## src/hw/port_devctl_defines.svh

```systemverilog
// register offsets, field positions and reset values for the device control block
// assumes inclusion by bare name from the design module
`ifndef PORT_DEVCTL_DEFINES_SVH
`define PORT_DEVCTL_DEFINES_SVH

`define DEVCTL_OFFSET 12'h000
`define CAPSIZE_OFFSET 12'h004
`define ADDR_W 12
`define PAYLOAD_LSB 5
`define PAYLOAD_MSB 7
`define EXTTAG_BIT 8
`define PHANTOM_BIT 9
`define AUXPWR_BIT 10
`define NOSNOOP_BIT 11
`define RDREQ_LSB 12
`define RDREQ_MSB 14
`define PAYLOAD_RESET 3'h0
`define AUXPWR_RESET 1'h0
`define PAYLOAD_SUPPORTED 3'h2
`define RESP_OKAY 2'h0
`define RESP_SLVERR 2'h2

`endif

```

## src/hw/port_devctl_pkg.sv

```systemverilog
// types shared by the device control register block
// assumes the defines header is on the include path
package port_devctl_pkg;
    // ---------------------------------------------------------------
    // bus payload carriers
    // ---------------------------------------------------------------
    typedef struct packed {
        logic [11:0] addr;
        logic [31:0] data;
        logic [3:0] strb;
    } wr_req_t;

    typedef struct packed {
        logic [31:0] data;
        logic [1:0] resp;
    } rd_rsp_t;

    typedef enum logic [0:0] {ST_IDLE, ST_RESP} chan_state_t;
endpackage : port_devctl_pkg

```

## src/hw/port_devctl.sv

```systemverilog
// AXI4-Lite slave holding a switch port's device control register (bits 15:0)
// assumes one clock, AXI4-Lite master obeying the protocol, separate power-on reset
//
// Summary of operation
// - extended tag enable bit 8 ignores writes, always reads zero
// - bit 10 is writable aux-power enable, zeroed by power-on reset only, drives auxPowerEn
// - no-snoop bit 11 is read-only zero
// - read request size bits 14:12 hardwired to 000, writes ignored
// - payload size write above supported maximum stores the supported maximum
// - payload size bits 7:5 read-write, reset 000, bounded by capability field
`timescale 1ns/10ps
`default_nettype none
`include "port_devctl_defines.svh"

module port_devctl
    import port_devctl_pkg::*;
#(
    parameter logic [2:0] PAYLOAD_SUPPORTED = `PAYLOAD_SUPPORTED
) (
    input wire logic clk,
    input wire logic reset,
    input wire logic powerOnReset,
    input wire logic [11:0] s_axi_awaddr,
    input wire logic s_axi_awvalid,
    output logic s_axi_awready,
    input wire logic [31:0] s_axi_wdata,
    input wire logic [3:0] s_axi_wstrb,
    input wire logic s_axi_wvalid,
    output logic s_axi_wready,
    output logic [1:0] s_axi_bresp,
    output logic s_axi_bvalid,
    input wire logic s_axi_bready,
    input wire logic [11:0] s_axi_araddr,
    input wire logic s_axi_arvalid,
    output logic s_axi_arready,
    output logic [31:0] s_axi_rdata,
    output logic [1:0] s_axi_rresp,
    output logic s_axi_rvalid,
    input wire logic s_axi_rready,
    output logic [2:0] payloadSize,
    output logic auxPowerEn
);
    // ---------------------------------------------------------------
    // helpers
    // ---------------------------------------------------------------
    // clamp used by the write path only; its check recomputes the bound itself
    function automatic logic [2:0] clampPayload(input logic [2:0] v);
        clampPayload = (v > PAYLOAD_SUPPORTED) ? PAYLOAD_SUPPORTED : v;
    endfunction : clampPayload

    // register decode, sized so the word index compares at its own width
    function automatic logic hitCtl(input logic [11:0] a);
        hitCtl = (a[11:2] == 10'(`DEVCTL_OFFSET >> 2));
    endfunction : hitCtl

    function automatic logic hitCap(input logic [11:0] a);
        hitCap = (a[11:2] == 10'(`CAPSIZE_OFFSET >> 2));
    endfunction : hitCap

    function automatic logic [15:0] ctlImage(input logic [2:0] p, input logic a);
        ctlImage = 16'h0000;
        ctlImage[`PAYLOAD_MSB:`PAYLOAD_LSB] = p;
        ctlImage[`AUXPWR_BIT] = a;
    endfunction : ctlImage

    // ---------------------------------------------------------------
    // write channel
    // ---------------------------------------------------------------
    wr_req_t wReq_r, wReq_nxt;
    logic awHeld_r, awHeld_nxt, wHeld_r, wHeld_nxt;
    logic bValid_r, bValid_nxt;
    logic [1:0] bResp_r, bResp_nxt;
    logic [2:0] payload_r, payload_nxt;
    logic doWrite;

    assign s_axi_awready = !awHeld_r && !bValid_r;
    assign s_axi_wready = !wHeld_r && !bValid_r;
    assign s_axi_bvalid = bValid_r;
    assign s_axi_bresp = bResp_r;
    assign payloadSize = payload_r;

    // address and data captured in either order; write commits once both held
    always_comb begin
        wReq_nxt = wReq_r;
        awHeld_nxt = awHeld_r;
        wHeld_nxt = wHeld_r;
        bValid_nxt = bValid_r;
        bResp_nxt = bResp_r;
        payload_nxt = payload_r;
        doWrite = 1'b0;
        if (s_axi_awvalid && s_axi_awready) begin
            wReq_nxt.addr = s_axi_awaddr;
            awHeld_nxt = 1'b1;
        end
        if (s_axi_wvalid && s_axi_wready) begin
            wReq_nxt.data = s_axi_wdata;
            wReq_nxt.strb = s_axi_wstrb;
            wHeld_nxt = 1'b1;
        end
        if (awHeld_r && wHeld_r) begin
            doWrite = 1'b1;
            awHeld_nxt = 1'b0;
            wHeld_nxt = 1'b0;
            bValid_nxt = 1'b1;
            bResp_nxt = `RESP_OKAY;
            if (hitCtl(wReq_r.addr)) begin
                // bits 8,9,11,15:12 are not stored at all
                if (wReq_r.strb[0]) begin
                    payload_nxt = clampPayload(wReq_r.data[`PAYLOAD_MSB:`PAYLOAD_LSB]);
                end
            end else if (!hitCap(wReq_r.addr)) begin
                bResp_nxt = `RESP_SLVERR;
            end
        end
        if (bValid_r && s_axi_bready) begin
            bValid_nxt = 1'b0;
        end
    end

    // ordinary reset clears the write path and payload size
    always_ff @(posedge clk or posedge reset) begin
        if (reset) begin
            wReq_r <= '0;
            awHeld_r <= 1'b0;
            wHeld_r <= 1'b0;
            bValid_r <= 1'b0;
            bResp_r <= `RESP_OKAY;
            payload_r <= `PAYLOAD_RESET;
        end else begin
            wReq_r <= wReq_nxt;
            awHeld_r <= awHeld_nxt;
            wHeld_r <= wHeld_nxt;
            bValid_r <= bValid_nxt;
            bResp_r <= bResp_nxt;
            payload_r <= payload_nxt;
        end
    end

    // ---------------------------------------------------------------
    // sticky aux-power enable
    // ---------------------------------------------------------------
    // on power-on reset only, so a hot reset keeps the aux-power grant
    logic aux_r, aux_nxt;
    assign auxPowerEn = aux_r;

    always_comb begin
        aux_nxt = aux_r;
        if (doWrite && hitCtl(wReq_r.addr) && wReq_r.strb[1]) begin
            aux_nxt = wReq_r.data[`AUXPWR_BIT];
        end
    end

    always_ff @(posedge clk or posedge powerOnReset) begin
        if (powerOnReset) begin
            aux_r <= `AUXPWR_RESET;
        end else begin
            aux_r <= aux_nxt;
        end
    end

    // ---------------------------------------------------------------
    // read channel
    // ---------------------------------------------------------------
    rd_rsp_t rRsp_r, rRsp_nxt;
    logic rValid_r, rValid_nxt;

    assign s_axi_arready = !rValid_r;
    assign s_axi_rvalid = rValid_r;
    assign s_axi_rdata = rRsp_r.data;
    assign s_axi_rresp = rRsp_r.resp;

    // bits 8, 11 and 14:12 fall out as zero from the image
    always_comb begin
        rRsp_nxt = rRsp_r;
        rValid_nxt = rValid_r;
        if (s_axi_arvalid && s_axi_arready) begin
            rValid_nxt = 1'b1;
            rRsp_nxt.resp = `RESP_OKAY;
            rRsp_nxt.data = 32'h0000_0000;
            if (hitCtl(s_axi_araddr)) begin
                rRsp_nxt.data = {16'h0000, ctlImage(payload_r, aux_r)};
            end else if (hitCap(s_axi_araddr)) begin
                rRsp_nxt.data = {29'h0, PAYLOAD_SUPPORTED};
            end else begin
                rRsp_nxt.resp = `RESP_SLVERR;
            end
        end else if (rValid_r && s_axi_rready) begin
            rValid_nxt = 1'b0;
        end
    end

    always_ff @(posedge clk or posedge reset) begin
        if (reset) begin
            rRsp_r <= '0;
            rValid_r <= 1'b0;
        end else begin
            rRsp_r <= rRsp_nxt;
            rValid_r <= rValid_nxt;
        end
    end

    // ---------------------------------------------------------------
    // checks
    // ---------------------------------------------------------------
    logic ctlRead;
    assign ctlRead = s_axi_arvalid && s_axi_arready
        && hitCtl(s_axi_araddr);

    ext_tag_zero_a: assert property (@(posedge clk) disable iff (reset)
        ctlRead |=> s_axi_rvalid && !s_axi_rdata[`EXTTAG_BIT])
        else $error("extended tag bit read nonzero");
    no_snoop_zero_a: assert property (@(posedge clk) disable iff (reset)
        ctlRead |=> !s_axi_rdata[`NOSNOOP_BIT])
        else $error("no-snoop bit read nonzero");
    rdreq_zero_a: assert property (@(posedge clk) disable iff (reset)
        ctlRead |=> s_axi_rdata[`RDREQ_MSB:`RDREQ_LSB] == 3'h0)
        else $error("read request size nonzero");
    payload_clamp_a: assert property (@(posedge clk) disable iff (reset)
        doWrite && hitCtl(wReq_r.addr) && wReq_r.strb[0]
        |=> ($past(wReq_r.data[`PAYLOAD_MSB:`PAYLOAD_LSB]) > PAYLOAD_SUPPORTED)
            ? (payload_r == PAYLOAD_SUPPORTED)
            : (payload_r == $past(wReq_r.data[`PAYLOAD_MSB:`PAYLOAD_LSB])))
        else $error("payload size not clamped");
    payload_bound_a: assert property (@(posedge clk) disable iff (reset)
        payload_r <= PAYLOAD_SUPPORTED)
        else $error("payload size above supported");
    aux_write_a: assert property (@(posedge clk) disable iff (reset || powerOnReset)
        doWrite && hitCtl(wReq_r.addr) && wReq_r.strb[1]
        |=> auxPowerEn == $past(wReq_r.data[`AUXPWR_BIT]))
        else $error("aux power enable not written");
    aux_sticky_a: assert property (@(posedge clk) disable iff (powerOnReset)
        reset |=> auxPowerEn == $past(auxPowerEn))
        else $error("aux power enable lost on reset");
    ctl_readback_a: assert property (@(posedge clk) disable iff (reset)
        ctlRead |=> s_axi_rdata[7:5] == $past(payload_r))
        else $error("payload readback mismatch");
endmodule : port_devctl

`default_nettype wire

```

## config.mk

```make
export PLATFORM = sky130hd
export DESIGN_NAME = port_devctl
export DESIGN_NICKNAME = d
export VERILOG_FILES = /design/src/hw/port_devctl_pkg.sv /design/src/hw/port_devctl.sv
export VERILOG_INCLUDE_DIRS = /design/src /design/src/hw
export SDC_FILE = /design/constraint.sdc
export NUM_CORES = 1
export LEC_CHECK = 0
export BUFFER_PORTS_ARGS = -buffer_cell sky130_fd_sc_hd__buf_2
export CAP_MARGIN = 20
export CELL_PAD_IN_SITES_DETAIL_PLACEMENT = 0
export CELL_PAD_IN_SITES_GLOBAL_PLACEMENT = 2
export CORE_MARGIN = 2
export CORE_UTILIZATION = 23
export DETAILED_ROUTE_END_ITERATION = 8
export PLACE_DENSITY_LB_ADDON = 0.1
export SLEW_MARGIN = 10
export SYNTH_ARGS = -nofsm -noshare
export SYNTH_HDL_FRONTEND = slang
export SYNTH_SLANG_ARGS = --single-unit
```

## constraint.sdc

```tcl
create_clock -name clk -period 1.7 [get_ports clk]
set_clock_uncertainty 0.2 [all_clocks]
set_input_delay 0.255 -clock clk [delete_from_list [all_inputs] [get_ports clk]]
set_output_delay 0.255 -clock clk [all_outputs]
set_load 0.05 [all_outputs]
```

# Yosys cells after proc, flatten, opt, wreduce, memory -nomap -nowiden
# Index checks and enable logic that the tools add are counted.
op_classes:
  addsub: 0
  multipliers: 0
  div_mod_pow: 0
  magnitude_cmp: 1
  eq_ne: 2
  shift: 0
  n_mux: 16
  bitwise_logic: 0
  reduce_logical: 21
op_table:
  columns: ["cell", "n"]
  rows:
  - ["$mux 32", 1]
  - ["$eq 10x1->1 const B", 2]
  - ["$logic_not 10->1", 2]
  - ["$logic_and 1x1->1", 10]
  - ["$mux 2", 5]
  - ["$mux 1", 9]
  - ["$reduce_bool 2->1", 4]
  - ["$logic_not 1->1", 4]
  - ["$gt 3x2->1 const B", 1]
  - ["$mux 3", 1]
  - ["$reduce_and 3->1", 1]
totals:
  ff_bits: 69
  latch_bits: 0
  ramBits: 0
  romBits: 0
  inputBits: 68
  out_inout_bits: 45
  mem_count: 0

# Longest topological paths before layout
# Gate-level depths: netlist of run 1.
logic_depth:
  word_depth: 5
  ltp_mapped: 4
  mapped_depth_nobuf: 3

# Least setup slack after synthesis of run 1
# OpenSTA, ideal clock, no wires.
synth_timing:
  path_type: "register to register"
  startpoint: "register bValid_r (netlist: s_axi_bvalid)"
  endpoint: "register wReq_r[40] in the netlist's numbering"
  setup_ns: 0.125
  arrival_time_ns: 1.832
  required_time_ns: 1.375
  path_slack_ns: -0.457
  stages_incl_launch_ff: 5
  n_path_buf: 1
  period_less_slack_ns: 2.157
  path_cell_list: "dfrtp_1 -> nor2_2 -> and2_4 -> buf_6 -> mux2_2"
synth_between:
  elab_chain_cells: 3
synth_rtl:
  columns: ["element", "line_no", "source"]
  rows:
  - ["start: declaration", "port_devctl.sv:71", "logic bValid_r, bValid_nxt;"]
  - ["start signal: assignment", "port_devctl.sv:133", "bValid_r <= bValid_nxt;"]
  - ["$logic_not 1->1", "port_devctl.sv:76", "assign s_axi_awready = !awHeld_r && !bValid_r;"]
  - ["$logic_and 1x1->1", "port_devctl.sv:76", null]
  - ["net s_axi_awready", "port_devctl.sv:25", "output logic s_axi_awready,"]
  - ["$logic_and 1x1->1", "port_devctl.sv:91", "if (s_axi_awvalid && s_axi_awready) begin"]
  - ["end signal: assignment", "port_devctl.sv:130", "wReq_r <= wReq_nxt;"]
  - ["end: declaration", "port_devctl.sv:69", "wr_req_t wReq_r, wReq_nxt;"]
# The timed path passes the listed nets, and every way through them passes these cells.
# A chain may end at the register's enable or synchronous reset.

# Worst setup path in the final report of run 1
layout_timing:
  startpoint: "register wHeld_r"
  endpoint: "output port s_axi_wready"
layout_between:
  elab_chain_cells: 2
layout_rtl:
  columns: ["element", "line_no", "source"]
  rows:
  - ["start: declaration", "port_devctl.sv:70", "logic awHeld_r, awHeld_nxt, wHeld_r, wHeld_nxt;"]
  - ["start signal: assignment", "port_devctl.sv:132", "wHeld_r <= wHeld_nxt;"]
  - ["$logic_not 1->1", "port_devctl.sv:77", "assign s_axi_wready = !wHeld_r && !bValid_r;"]
  - ["$logic_and 1x1->1", "port_devctl.sv:77", null]
  - ["end: declaration", "port_devctl.sv:29", "output logic s_axi_wready,"]
# Every way passes these cells.

==> metrics.md, run 1 <==
| Metric | Value |
|---|---|
| Status | `finished, final reports clean` |
| Fin worst setup slack | `0.114 ns` |
| Fin cells | `271` |
| Crit Path Class | `reg -> out` |
| Routability Congestion | `0.680` |
| Ratio of cells with drive above 1 in the final layout | `0.440` |
| Cell internal pwr | `1.96 mW` |
| Flop2flop setup slack | `0.13 ns` |
| Hpwl dp | `2520 µm` |
| Synth unique cells | `28` |
| Final hold viol count | `0` |
| Clock transition at the registers of the reported paths | `0.07 ns` |
| Antenna Cells | `0` |
| FF+latch count, synth | `31` |
| CTS root buffer | `clkbuf_8` |
| Leak Pwr | `1.02 nW` |
| Clock Tree Buf Depth | `2` |
| H-tree levels | `2` |
| Routed vias | `1052` |
| CP peak stage delay | `0.46 ns` |
| Clock sink count | `31` |
| DRC Markers | `0` |
| R2R cell count | `3` |
| First drt pass iteration count | `3` |
| Worst endpoint required time | `1.24 ns` |
| Final count of pins violating max slew | `0` |
| Pin count of the biggest net entering global routing | `31` |
| Drt wl/cell | `12.0 µm` |
| Worst Hold Class | `in -> reg` |
| Mapped Cells | `129` |
| WHS Endpoint | `wReq_r[40]$_DFFE_PP0P_` |
| Reg2Reg Capture Point | `auxPowerEn$_DFFE_PP0P_` |
| Commonest non-fill, non-tap cell in the layout | `buf_2` |
| Core region area | `6720 µm²` |
| Post-synth EDFFs | `0` |
| Hold Path Stages | `2` |
| I/O pin total | `113` |
| CTS tree | `built` |
| Cts hold-fix bufs | `7` |
| Fin crit period | `1.59 ns` |
| Vias in the first global route | `1087` |
| Worst slack at placement | `0.106 ns` |
| Cells along the critical path | `nor2_4, buf_2` |
| Syn-to-layout area delta | `28.7%` |
| Vias per cell | `3.88` |
| Num rows | `30` |
| Startpoint types | `flip-flop` |
| Initial Util | `0.235` |
| Period utilization | `0.933` |
| Area post-placement | `1830 µm²` |
| Setup crit start | `wHeld_r$_DFFE_PP0P_` |
| Gr ovfl total | `0` |
| Multi-input logic area | `674 µm²` |
| Initial antenna violation count | `0` |
| CTS Buf Count | `5` |
| F_max | `631 MHz` |
| Nets@finish | `258` |
| CP max-delay cell | `dfrtp_1` |
| Comb pwr share | `0.356` |
| Post-cts repair resize count | `0` |
| Switch Pwr | `1.08 mW` |
| Fill count | `708` |
| Final setup violating endpoints | `0` |
| GRT Total Usage | `0.0907` |
| Die Y | `86.9 µm` |
| Crit path max fanout | `6` |
| Most frequent cells in the layout | `buf_2 (49), dfrtp_1 (30), conb_1 (29)` |
| Primary FF master, synth | `dfrtp_1` |
| DP Cell Count | `255` |
| Die width | `86.9 µm` |
| Drt first-iter violations | `11` |
| Final wirelength | `3240 µm` |
| Worst hold path startpoint | `s_axi_awaddr[4]` |
| Synthesized area per cell | `12.2 µm²` |
| Postcts setup bufs | `0` |
| Synth warn | `0` |
| RSZ-0062 raised after global routing | `false` |
| Tot Pwr | `3.04 mW` |
| Pwr dens | `1500 nW/µm²` |
| Synth async-reset ratio | `1.00` |
| Reg area | `777 µm²` |
| Post-synth design cell area | `1580 µm²` |
| Sw Share | `0.355` |
| Crit path capture type | `output port` |
| Sequential area share after synthesis | `0.491` |
| Global-route wire length before repair | `5250 µm` |
| Die area | `7540 µm²` |
| VDD IR max | `0.742 mV` |
| Fin area | `2030 µm²` |
| Max-cap violations | `0` |
| Clk pwr share | `0.244` |
| Flop pwr share | `0.400` |
| FF-to-FF Start | `wReq_r[42]$_DFFE_PP0P_` |
| Arrival @ worst endpoint | `1.13 ns` |
| Core Util, Final | `0.302` |
| Clk_lat worst skew | `0.27 ns` |
| Antenna Nets Post-Route | `0` |
| Number of port buffers | `49` |
area by class of cell:
| class | count | share of cell area |
|---|---|---|
| Clock inverter | 2 | 0.0172 |
| Inverter | 8 | 0.0148 |
| Tap cell | 80 | 0.0493 |
| Multi-Input combinational cell | 86 | 0.332 |
| Timing Repair Buffer | 58 | 0.164 |
| Sequential cell | 31 | 0.382 |
| Clock buffer | 6 | 0.0406 |
per-stage QoR:
step                      hold WS, ns  setup TNS (ns)
after detailed placement       -0.103               0
after CTS                    0.000523               0
after floorplan                -0.216           -1.86
after global routing          0.00297               0
after global placement         -0.105               0
final                          0.0120               0
layer usage:
layer,vias to the layer above,track usage,share of wire
met3,2,0.0332,0.081
li1,498,-,-
met2,47,0.142,0.47
met4,0,0.0256,0.0025
met5,-,0,0
met1,505,0.118,0.45
power by group through the flow:
stage          combinational, mW  clock, mW  sequential [mW]
6_report                    1.08      0.742             1.22
5_1_grt                     1.17      0.817             1.26
3_3_place_gp                1.07          0             1.23
4_1_cts                     1.10      0.780             1.23
2_1_floorplan              0.942          0             1.25
3_5_place_dp                1.08          0             1.24
worst max-delay path: cells and delay by family, from the launching register on:
kind	cells	cell delay, ns
buffers and inverters	1	0.26
DFF	1	0.46
and+or+nand+nor	1	0.14
worst max-delay path by stage:
stage	slack, ns	to
2_1_floorplan	-0.14	wReq_r[38]$_DFFE_PP0P_
3_3_place_gp	0.12	payloadSize[2]$_DFFE_PP0P_
3_5_place_dp	0.11	auxPowerEn$_DFFE_PP0P_
4_1_cts	0.08	s_axi_wready
5_1_grt	0.01	payloadSize[2]$_DFFE_PP0P_
6_report	0.11	s_axi_wready
flip-flops by register name, summed over array words and instances, names as in the netlist:
signal	cells
wReq_r	16
s_axi_rdata	5
payloadSize	3
auxPowerEn	1
awHeld_r	1
s_axi_bresp	1
s_axi_bvalid	1
s_axi_rresp	1
s_axi_rvalid	1
wHeld_r	1
synthesized netlist by cell type, types with 2 or more instances:
library cell | number | area (µm²)
dfrtp_1 | 31 | 776
buf_4 | 29 | 218
mux2_2 | 10 | 113
inv_1 | 8 | 30.0
mux2_4 | 7 | 105
nand2_1 | 7 | 26.3
o41ai_1 | 4 | 35.0
mux2i_1 | 3 | 30.0
nand4_1 | 3 | 18.8
nor4_4 | 3 | 63.8
and2_4 | 2 | 17.5
buf_6 | 2 | 22.5
nor2_1 | 2 | 7.51
nor2_2 | 2 | 12.5
nor2b_1 | 2 | 12.5
o21ai_0 | 2 | 10.0
cells by family after synthesis:
kind of cell           synth area share
AOI/OAI and AO/OA                0.0452
buffers and inverters             0.174
DFF                               0.491
muxes                             0.164
other                           0.00237
and+or+nand+nor                   0.124
Power figures use the tool's default switching activity.
==> inputs of run 2 (changes only) <==
--- a/config.mk
+++ b/config.mk
@@ -14,6 +14,7 @@
 export CORE_UTILIZATION = 23
 export DETAILED_ROUTE_END_ITERATION = 8
 export PLACE_DENSITY_LB_ADDON = 0.1
+export SETUP_SLACK_MARGIN = 0.4
 export SLEW_MARGIN = 10
 export SYNTH_ARGS = -nofsm -noshare
 export SYNTH_HDL_FRONTEND = slang
==> run 2 against run 1 <==
Compared with the run above: sequential share of layout area is 4.4 points lower; setup slack gained 0.042 ns; total power increased by 3.5%; via count is 4.2% higher; first-iteration DRC count unchanged; critical path depth rose by 1; non-clock buffer count rose by 17; highest routed layer unchanged; clock power is 26% lower; combinational power increased by 28%; critical endpoint is now auxPowerEn$_DFFE_PP0P_.
==> metrics.md, run 2 (same netlist as run 1, synthesis figures left out) <==
| Metric | Value |
|---|---|
| Ratio of cells with drive above 1 in the final layout | `0.519 (+0.0793)` |
| Final setup violating endpoints | `0 (unchanged)` |
| Fin worst setup slack | `0.156 ns (+0.0419 ns)` |
| Vias in the first global route | `1115 (+2.6%)` |
| Max reg flops | `16 (unchanged)` |
| Min Hold Slack | `0.0134 ns (+0.00132 ns)` |
| Fin cells | `290 (+7.0%)` |
| I/O pin total | `113 (unchanged)` |
| Clock sink count | `31 (unchanged)` |
| VDD IR max | `0.760 mV (+2.4%)` |
| Status | `finished, final reports clean` |
| Pin count of the biggest net entering global routing | `31 (unchanged)` |
| Flop pwr share | `0.389 (-0.011)` |
| Initial Util | `0.235 (unchanged)` |
| Worst slack at placement | `0.117 ns (+0.0114 ns)` |
| Switch Pwr | `1.16 mW (+7.0%)` |
| Syn-to-layout area delta | `46.4%` |
| Final hold viol count | `0 (unchanged)` |
| Clk_lat worst skew | `0.27 ns (about the same)` |
| Final count of pins violating max slew | `0 (unchanged)` |
| Most flops, register | `wReq_r` |
| Max-cap violations | `0 (unchanged)` |
| Period utilization | `0.908 (-0.0247)` |
| Delay-heaviest family, CP | `simple AND/OR/NAND/NOR gates` |
| Comb pwr share | `0.437 (+0.081)` |
| Vias per cell | `3.78 (-2.6%)` |
| CP max-delay cell | `dfrtp_1` |
| Reg2Reg Capture Point | `auxPowerEn$_DFFE_PP0P_` |
| Drt wl/cell | `11.8 µm (-0.90%)` |
| Clock transition at the registers of the reported paths | `0.07 ns (about the same)` |
| Routability Congestion | `0.693 (+1.9%)` |
| Worst endpoint required time | `1.66 ns (+0.42 ns)` |
| CP peak stage delay | `0.40 ns (-0.06 ns)` |
| Clock Tree Buf Depth | `2 (unchanged)` |
| Setup crit start | `wReq_r[40]$_DFFE_PP0P_` |
| Worst Hold Class | `in -> reg` |
| Worst hold path startpoint | `s_axi_wstrb[0]` |
| DP Cell Count | `255 (unchanged)` |
| Arrival @ worst endpoint | `1.51 ns (+0.38 ns)` |
| Cell internal pwr | `1.99 mW (+1.6%)` |
| Pwr dens | `1360 nW/µm² (-9.0%)` |
| Gr ovfl total | `0 (unchanged)` |
| Die width | `86.9 µm (unchanged)` |
| Fin crit period | `1.54 ns (-0.0419 ns)` |
| Core region area | `6720 µm² (unchanged)` |
| WHS Endpoint | `wReq_r[0]$_DFFE_PP0P_` |
| R2R cell count | `3 (unchanged)` |
| CP bufs+invs | `0 (-1)` |
| Initial antenna violation count | `0 (unchanged)` |
| Number of port buffers | `49 (unchanged)` |
| Tot Pwr | `3.15 mW (+3.5%)` |
| Num rows | `30 (unchanged)` |
| Hold Path Stages | `2 (unchanged)` |
| Antenna Nets Post-Route | `0 (unchanged)` |
| Die area | `7540 µm² (unchanged)` |
| Crit path max fanout | `3 (-3)` |
| CTS Buf Count | `5 (unchanged)` |
| Routed vias | `1096 (+4.2%)` |
| Crit Path Class | `reg -> reg` |
| Nets@finish | `277 (+7.4%)` |
| RSZ-0062 raised after global routing | `true` |
| Antenna Cells | `0 (unchanged)` |
| Most frequent cells in the layout | `buf_2 (33), conb_1 (29), dfrtp_1 (26)` |
| Sw Share | `0.367 (+0.0121)` |
| Commonest non-fill, non-tap cell in the layout | `buf_2` |
| GRT Total Usage | `0.0905 (-0.000217)` |
| Startpoint types | `flip-flop` |
| Cells along the critical path | `nor4_4, nand4_1, mux2_1` |
| CTS root buffer | `clkbuf_8` |
| H-tree levels | `2 (unchanged)` |
| First drt pass iteration count | `4 (+1)` |
| Flop2flop setup slack | `0.16 ns (+0.03 ns)` |
| Die Y | `86.9 µm (unchanged)` |
| Crit path capture type | `flip-flop` |
| Global-route wire length before repair | `5190 µm (-1.2%)` |
| Final wirelength | `3440 µm (+6.0%)` |
| Leak Pwr | `1.15 nW (+12%)` |
| Hpwl dp | `2480 µm (-1.3%)` |
| TNS Setup | `0 ns (unchanged)` |
| CTS tree | `built` |
| DRC Markers | `0 (unchanged)` |
| F_max | `648 MHz (+2.7%)` |
| Drt first-iter violations | `11 (unchanged)` |
| Clk pwr share | `0.174 (-0.070)` |
| FF-to-FF Start | `wReq_r[40]$_DFFE_PP0P_` |
-- run 2: what timing repair did --
item,4_1_cts,5_1_grt
resized for setup,36,4
hold buffers,11,0
endpoints found under the setup margin,36,39
buffers inserted,8,6
hold endpoints to repair,40,0
pin swaps,6,6
gates cloned,1,1
-- run 2: layout make-up --
type / instances / area (µm²)
inverter: 8 / 33.8
multi-input combinational: 88 / 729
fill: 691 / 4410
sequential: 31 / 782
clock inverter: 3 / 15.0
clock buffer: 5 / 68.8
tap: 80 / 100
timing repair buffer: 75 / 583
-- run 2: through the flow --
stage          area (µm²)   util
2_1_floorplan        1780      -
3_3_place_gp         1870  0.279
3_5_place_dp         1870  0.279
4_1_cts              2240  0.334
5_1_grt              2310  0.344
6_report             2310  0.344
-- run 2: worst max-delay path by stage --
stage,end,slack (ns),cells past startpoint
4_1_cts,auxPowerEn$_DFFE_PP0P_,0.14,3
3_5_place_dp,auxPowerEn$_DFFE_PP0P_,0.12,3
3_3_place_gp,auxPowerEn$_DFFE_PP0P_,0.14,3
6_report,auxPowerEn$_DFFE_PP0P_,0.16,3
5_1_grt,auxPowerEn$_DFFE_PP0P_,0.08,3
2_1_floorplan,wReq_r[38]$_DFFE_PP0P_,-0.14,4
-- run 2: per-layer routing --
metal / up-vias / routed length (µm) / track usage
met3: 2 / 235 / 0.0294
li1: 538 / - / -
met4: 0 / 13 / 0.0298
met1: 518 / 1480 / 0.121
met5: - / 0 / 0
met2: 38 / 1700 / 0.139
-- run 2: power groups by stage --
| stage | logic, mW | clock network, mW | registers [mW] |
|---|---|---|---|
| final | 1.38 | 0.548 | 1.22 |
| after CTS | 1.28 | 0.588 | 1.23 |
| after floorplan | 0.955 | 0 | 1.25 |
| after global routing | 1.47 | 0.612 | 1.27 |
| after detailed placement | 1.09 | 0 | 1.24 |
| after global placement | 1.08 | 0 | 1.23 |
